===== src/ring_shift_defines.vh =====
/*
 shared constants for the ring shift register and its input fifo.
 assumes nothing beyond being included by bare name.
*/
`ifndef RING_SHIFT_DEFINES_VH
`define RING_SHIFT_DEFINES_VH
`define STAGE_COUNT      5
`define FIFO_WIDTH       2
`define FIFO_DEPTH       8
`define FIFO_PTR_W       3
`define STAGE_RESET_VAL  5'h00
`define MODE_SERIAL      2'h0
`define MODE_RECIRC      2'h1
`define MODE_TWISTED     2'h2
`define LVL_ZERO         1'b1
`define LVL_ONE          1'b0
`endif


===== src/bit_fifo.v =====
/*
 holds no logic: the input fifo module sits in ring_shift_register.v.
 assumes nothing of its surroundings.
*/


===== src/ring_shift_register.v =====
/*
 five-stage bidirectional ring shift register with serial input fifo.
 assumes steer, shift and force inputs are pins from another domain (in_valid and mode are not synced); levels use 1 = zero.
*/
`include "ring_shift_defines.vh"
`timescale 1ns/10ps
`default_nettype none
module ring_shift_register
(
    input  wire                    clk,
    input  wire                    rst_b,
    input  wire                    steer_in_true,
    input  wire                    steer_in_comp,
    input  wire                    in_valid,
    output wire                    in_ready,
    input  wire                    shift_fwd,
    input  wire                    shift_rev,
    input  wire [1:0]              mode,
    input  wire [`STAGE_COUNT-1:0] neg_force_diode_a,
    input  wire [`STAGE_COUNT-1:0] neg_force_diode_b,
    output reg  [`STAGE_COUNT-1:0] stage_out_true,
    output reg  [`STAGE_COUNT-1:0] stage_out_comp
);
    localparam N = `STAGE_COUNT;
    localparam SW = 2 * N + 4;

    // three-stage sync on every steer, shift and force pin (not in_valid or mode); change counts when stages 2 and 3 agree
    wire [SW-1:0] pin_raw;
    reg  [SW-1:0] sync1_r;
    reg  [SW-1:0] sync2_r;
    reg  [SW-1:0] sync3_r;
    reg  [SW-1:0] clean_r;
    reg  [SW-1:0] clean_nxt;
    reg  [SW-1:0] clean_d_r;
    assign pin_raw = {neg_force_diode_a, neg_force_diode_b,
                      steer_in_true, steer_in_comp, shift_fwd, shift_rev};

    genvar g;
    generate
        for (g = 0; g < SW; g = g + 1)
        begin : sync_bit
            always @*
            begin
                clean_nxt[g] = (sync2_r[g] == sync3_r[g]) ? sync3_r[g] : clean_r[g];
            end
        end
    endgenerate

    always @(posedge clk)
    begin
        if (!rst_b)
        begin
            sync1_r   <= {SW{1'b1}};
            sync2_r   <= {SW{1'b1}};
            sync3_r   <= {SW{1'b1}};
            clean_r   <= {SW{1'b1}};
            clean_d_r <= {SW{1'b1}};
        end
        else
        begin
            sync1_r   <= pin_raw;
            sync2_r   <= sync1_r;
            sync3_r   <= sync2_r;
            clean_r   <= clean_nxt;
            clean_d_r <= clean_r;
        end
    end

    wire [N-1:0] force_a   = clean_r[SW-1:N+4];
    wire [N-1:0] force_b_d = clean_d_r[N+3:4];
    wire [N-1:0] force_b   = clean_r[N+3:4];
    wire         st_true   = clean_r[3];
    wire         st_comp   = clean_r[2];
    wire         fwd_rise  = clean_r[1] & ~clean_d_r[1];
    wire         rev_rise  = clean_r[0] & ~clean_d_r[0];

    // serial pair enters the fifo; steer inputs held at reset-idle are not data
    wire       fifo_valid;
    wire [1:0] fifo_data;
    wire       take;
    bit_fifo
    #(
        .WIDTH (`FIFO_WIDTH),
        .DEPTH (`FIFO_DEPTH),
        .PTR_W (`FIFO_PTR_W)
    )
    u_fifo
    (
        .clk       (clk),
        .rst_b     (rst_b),
        .in_data   ({st_true, st_comp}),
        .in_valid  (in_valid),
        .in_ready  (in_ready),
        .out_data  (fifo_data),
        .out_valid (fifo_valid),
        .out_ready (take)
    );

    // a forward shift in serial mode is dropped unless a bit is queued
    wire fwd_go = fwd_rise && !rev_rise &&
                  ((mode != `MODE_SERIAL) || fifo_valid);
    wire rev_go = rev_rise && !fwd_rise;
    assign take = fwd_go && (mode == `MODE_SERIAL);

    // first- and last-stage gate pairs: steer 0 opens the path to that side (level 1 = zero)
    reg [1:0] head_gate;
    reg [1:0] tail_gate;
    always @*
    begin
        case (mode)
            `MODE_SERIAL:
                head_gate = {fifo_data[0], fifo_data[1]};
            `MODE_RECIRC:
                head_gate = {stage_out_comp[N-1], stage_out_true[N-1]};
            `MODE_TWISTED:
                head_gate = {stage_out_true[N-1], stage_out_comp[N-1]};
            default:
                head_gate = {`LVL_ZERO, `LVL_ZERO};
        endcase
        case (mode)
            `MODE_RECIRC:
                tail_gate = {stage_out_comp[0], stage_out_true[0]};
            `MODE_TWISTED:
                tail_gate = {stage_out_true[0], stage_out_comp[0]};
            default:
                tail_gate = {`LVL_ZERO, `LVL_ZERO};
        endcase
    end

    // gate pair to next value: true-side gate low sets stage to 1 (low level)
    function [1:0] steer;
        input [1:0] gate;
        input       cur_true;
        begin
            case (gate)
                2'b01:   steer = {`LVL_ZERO, `LVL_ONE};
                2'b10:   steer = {`LVL_ONE, `LVL_ZERO};
                default: steer = {cur_true, ~cur_true};
            endcase
        end
    endfunction

    reg [N-1:0] true_nxt;
    reg [N-1:0] comp_nxt;
    generate
        for (g = 0; g < N; g = g + 1)
        begin : stage
            wire [1:0] fwd_gate;
            wire [1:0] rev_gate;
            wire [1:0] fwd_val;
            wire [1:0] rev_val;
            // a stage's comp output is the comp gate of its neighbour
            if (g == 0)
            begin : first
                assign fwd_gate = head_gate;
            end
            else
            begin : mid
                assign fwd_gate = {stage_out_comp[g-1], stage_out_true[g-1]};
            end
            if (g == N - 1)
            begin : last
                assign rev_gate = tail_gate;
            end
            else
            begin : mid_r
                assign rev_gate = {stage_out_comp[g+1], stage_out_true[g+1]};
            end
            assign fwd_val = steer(fwd_gate, stage_out_true[g]);
            assign rev_val = steer(rev_gate, stage_out_true[g]);
            always @*
            begin
                true_nxt[g] = stage_out_true[g];
                comp_nxt[g] = stage_out_comp[g];
                if (fwd_go)
                begin
                    {true_nxt[g], comp_nxt[g]} = fwd_val;
                end
                else if (rev_go)
                begin
                    {true_nxt[g], comp_nxt[g]} = rev_val;
                end
                // side a low forces 1; rising side b resets; both beat shifting
                if (force_a[g] == `LVL_ONE)
                begin
                    true_nxt[g] = `LVL_ONE;
                    comp_nxt[g] = `LVL_ZERO;
                end
                else if (force_b[g] & ~force_b_d[g])
                begin
                    true_nxt[g] = `LVL_ZERO;
                    comp_nxt[g] = `LVL_ONE;
                end
            end
        end
    endgenerate

    always @(posedge clk)
    begin
        if (!rst_b)
        begin
            stage_out_true <= ~`STAGE_RESET_VAL;
            stage_out_comp <= `STAGE_RESET_VAL;
        end
        else
        begin
            stage_out_true <= true_nxt;
            stage_out_comp <= comp_nxt;
        end
    end
endmodule

module bit_fifo
#(
    parameter WIDTH = 2,
    parameter DEPTH = 8,
    parameter PTR_W = 3
)
(
    input  wire             clk,
    input  wire             rst_b,
    input  wire [WIDTH-1:0] in_data,
    input  wire             in_valid,
    output wire             in_ready,
    output reg  [WIDTH-1:0] out_data,
    output wire             out_valid,
    input  wire             out_ready
);
    reg [WIDTH-1:0] mem [0:DEPTH-1];
    reg [PTR_W-1:0] wr_ptr_r;
    reg [PTR_W-1:0] wr_ptr_nxt;
    reg [PTR_W-1:0] rd_ptr_r;
    reg [PTR_W-1:0] rd_ptr_nxt;
    reg [PTR_W:0]   count_r;
    reg [PTR_W:0]   count_nxt;
    wire            push;
    wire            pop;

    // full and empty come from the count, so the pointers may wrap freely
    assign in_ready  = (count_r != DEPTH);
    assign out_valid = (count_r != 0);
    assign push      = in_valid && in_ready;
    assign pop       = out_valid && out_ready;

    always @*
    begin
        out_data = mem[rd_ptr_r];
    end

    always @*
    begin
        wr_ptr_nxt = wr_ptr_r;
        rd_ptr_nxt = rd_ptr_r;
        count_nxt  = count_r;
        if (push)
        begin
            wr_ptr_nxt = wr_ptr_r + 1'b1;
        end
        if (pop)
        begin
            rd_ptr_nxt = rd_ptr_r + 1'b1;
        end
        if (push && !pop)
        begin
            count_nxt = count_r + 1'b1;
        end
        else if (pop && !push)
        begin
            count_nxt = count_r - 1'b1;
        end
    end

    // storage is not reset: only words below the count are ever read
    always @(posedge clk)
    begin
        if (push)
        begin
            mem[wr_ptr_r] <= in_data;
        end
    end

    always @(posedge clk)
    begin
        if (!rst_b)
        begin
            wr_ptr_r <= {PTR_W{1'b0}};
            rd_ptr_r <= {PTR_W{1'b0}};
            count_r  <= {(PTR_W+1){1'b0}};
        end
        else
        begin
            wr_ptr_r <= wr_ptr_nxt;
            rd_ptr_r <= rd_ptr_nxt;
            count_r  <= count_nxt;
        end
    end
endmodule
`default_nettype wire


===== config.mk =====
export PLATFORM = sky130hd
export DESIGN_NAME = ring_shift_register
export DESIGN_NICKNAME = d
export VERILOG_FILES = /design/src/bit_fifo.v /design/src/ring_shift_register.v
export VERILOG_INCLUDE_DIRS = /design/src /design/src/src
export SDC_FILE = /design/constraint.sdc
export NUM_CORES = 1
export LEC_CHECK = 0
export ABC_CLOCK_PERIOD_IN_PS = 5200
export BUFFER_PORTS_ARGS = -buffer_cell sky130_fd_sc_hd__buf_2
export CAP_MARGIN = 20
export CORE_UTILIZATION = 53
export CTS_BUF_LIST = sky130_fd_sc_hd__clkbuf_8
export CTS_CLUSTER_SIZE = 10
export DETAILED_ROUTE_END_ITERATION = 12
export PLACE_DENSITY_LB_ADDON = 0.08
export SYNTH_ARGS = -nofsm -noshare
export SYNTH_HDL_FRONTEND = slang
export SYNTH_HIERARCHICAL = 1
export SYNTH_SLANG_ARGS = --single-unit
export TNS_END_PERCENT = 5

===== constraint.sdc =====
create_clock -name clk -period 5.2 [get_ports clk]
set_clock_uncertainty 0.15 [all_clocks]
set_input_delay 1.04 -clock clk [delete_from_list [all_inputs] [get_ports clk]]
set_output_delay 1.04 -clock clk [all_outputs]
set_load 0.005 [all_outputs]

==> impl_metrics.yaml <==
route:
  drtIter0Drc: 136
  drt.antenna.violating_nets: 0
  vias: 2986
  avgRoutedWirePerCell_um: 13.8
  first_pass_iters: 5
  drc: 0
  finalWirelength_mm: 7.64
  viasPerCell: 5.40
logic_synthesis:
  ys_async_sr_fraction_pct: 0
  yosys.area.top_type: "dfxtp_1"
  synth_edf_count: 16
  synth_area_leaders: "dfxtp_1, edfxtp_1, nand2b_1"
  syn_area_per_cell_sq_um: 10.3
  syn-instance-count: 423
  yosysWarningCount: 6
  synth.top_cell.area_share_pct: 39.7
  netlist-cell-type-count: 55
  synth_area_sq_um: 4340
  ys.flop_type: "dfxtp_1"
  seq_area_frac_synth_pct: 50.8
  synth-seq-cells: 102
  syn-num-nets: 467
critical_path:
  crit_required_ns: 5.33
  crit_arrival_ns: 3.71
  critPathLaunchType: "input port"
  crit_fanout: 12
  worstSetupPathType: "in -> reg"
  cp-end-kind: "flop"
  reg2reg_slack_ns: 1.97
cts:
  clk_pin_slew_ns: 0.10
  cts.repair.resized: 0
  cts_tree: "built"
  cts-root-buf: "clkbuf_8"
  htreeDepth: 3
  numCtsBuffers: 9
  clk_path_buf_depth: 2
  cts_setup_buffers: 0
  hold_buffers: 0
  worst_skew_pair.late_latency_ns: 0.35
  cts_sinks: 102
timing:
  hold_viol: 0
  fin_hold_ws_ns: 0.254
  slew_headroom_pct: 45.4
  setup_slack_ns: 1.61
  final.setup.tns_ns: 0
  rsz0062_at_grt: "no"
  finalCriticalPeriod_ns: 3.59
  tightest_slew_ns: 0.817
  fin_crit_sh_pct: 69.0
  setup_viol: 0
  clock.fmax_mhz: 279
  drv_slew: 0
global_route:
  grt_util_all_layers_pct: 19.5
  grt_pass1_wl_mm: 13.1
  grt_pass1_vias: 2742
  antenna_found_initial: 0
  grt-ovfl-total: 0
  grt_start_max_net_pins: 49
finish:
  seqCellArea_sq_um: 2200
  area_growth_pct: 8.91
  multiInputGateArea_sq_um: 1950
  layout_common_cells: "dfxtp_1, nand2b_1, buf_2"
  final_nets: 490
  n_fill_cell: 674
  fin_cells: 553
  design_area_sq_um: 4720
  drive_gt1_share_pct: 13.5
  layout_commonest_cell: "dfxtp_1"
  antennaDiodeCount: 0
place:
  dpl.cell_count: 537
  pre_cts_ws_ns: 1.28
  dpl-instance-area_sq_um: 4540
  dp_hpwl_mm: 5.35
  numPortBuffers: 29
  gp_congestion: 0.850
floorplanning:
  core_sq_um: 7810
  die_area_sq_um: 8550
  die-height_um: 92.5
  start_util_pct: 55.6
  die_width_um: 92.5
  rows: 32
  io_pins: 30
power_and_ir_drop:
  p_leak_nw: 1.83
  power_density_nw_per_um2: 315
  ir_worst_vdd_uv: 193
run:
  maxCapViolations: 0
status:
  status: "complete, no violations"
min_path:
  hold_class: "reg -> reg"
==> worst max-delay path: stages <==
cell and delay (ns):
buf_2 0.11, inv_1 0.06, ha_1 0.25, nor2b_1 0.15
buf_4 0.17, nor3_1 0.27, and2_1 0.23, nand2_2 0.09
ha_1 0.20, inv_1 0.13, ha_1 0.29, a21oi_1 0.20
a211oi_1 0.10, a31oi_1 0.21, mux2i_1 0.22
==> area by class of cell <==
| class | count | share of cell area (%) |
|---|---|---|
| sequential | 102 | 46.6 |
| multi-input combinational | 276 | 41.2 |
| timing repair buffer | 31 | 3.39 |
| clock buffer | 10 | 2.91 |
| tap | 102 | 2.70 |
| inverter | 26 | 2.07 |
| clock inverter | 6 | 1.09 |
==> power breakdown <==
part	total [W]	leakage (nW)	switching (W)	internal, W
logic	0.000169	0.917	0.0000893	0.0000794
clock network	0.000467	0.0992	0.000272	0.000195
registers	0.000854	0.810	0.0000262	0.000828
total	0.00149	1.83	0.000388	0.00110
==> path summary, 6_finish.rpt <==
| check | from | to | cells after the start |
|---|---|---|---|
| max | mode[0] | u_fifo/count_r[3] | 15 |
| min | sync1_r[8] | sync2_r[8] | 1 |
| max reg2reg | u_fifo/count_r[2] | u_fifo/count_r[3] | 13 |
| min reg2reg | sync1_r[8] | sync2_r[8] | 1 |
==> synth_stat cells, types with 2 or more instances <==
cell	instances
o21bai_1	2
o32ai_1	2
buf_2	3
xnor2_1	6
a41oi_1	2
a32o_1	2
dfxtp_1	86
mux4_2	4
edfxtp_1	16
nand2b_1	65
o311a_1	2
o211a_1	2
and3_1	2
mux2_2	2
mux2i_1	2
nor2_1	25
inv_1	26
o21ai_0	19
nor3_1	5
nor4_1	4
o31ai_1	6
o21ai_1	2
and2_1	9
o22a_1	2
a21oi_1	19
nand4_1	4
or4_4	2
nand3_1	10
nand2_1	17
buf_6	2
a211oi_1	2
nand2_2	2
a21boi_0	2
clkbuf_1	14
o22ai_1	3
ha_1	24
nor2b_1	4
a2111oi_0	2
a31oi_1	4
==> kinds of logic (layout without fill, tap and decap cells) <==
kind of cell | Yosys count | after routing | share of synthesized area (%)
AOI/OAI and AO/OA | 84 | 84 | 13.1
adders and majority gates | 25 | 25 | 7.38
xor gates and xnor gates | 6 | 6 | 1.21
DFF | 102 | 102 | 50.8
and+or+nand+nor | 153 | 153 | 20.2
buffers and inverters | 45 | 73 | 4.33
muxes | 8 | 8 | 3.06
==> flip-flops by register name, summed over array words and instances (netlist names), named ones only <==
register	count
u_fifo/rd_ptr_r	3
sync2_r	14
u_fifo/mem	16
sync1_r	14
clean_r	14
u_fifo/count_r	4
stage_out_true	5
stage_out_comp	5
u_fifo/wr_ptr_r	3
sync3_r	14
clean_d_r	7
==> metrics by stage <==
step,total power (W),util (%)
after CTS,0.00151,60.5
after global routing,0.00157,60.5
after floorplan,0.00100,-
after global placement,0.00103,58.1
after detailed placement,0.00104,58.1
final,0.00149,60.5
==> layer usage <==
layer / share of wire (%) / vias up / routed length [um] / track usage (%)
met5: 0 / - / 0 / 0
met4: 1.0 / 0 / 76 / 7.42
met3: 3.2 / 6 / 248 / 4.52
met2: 45 / 59 / 3430 / 28.6
met1: 51 / 1401 / 3890 / 27.7
li1: - / 1520 / - / -
Note: power is estimated with default switching activity, not from simulation.
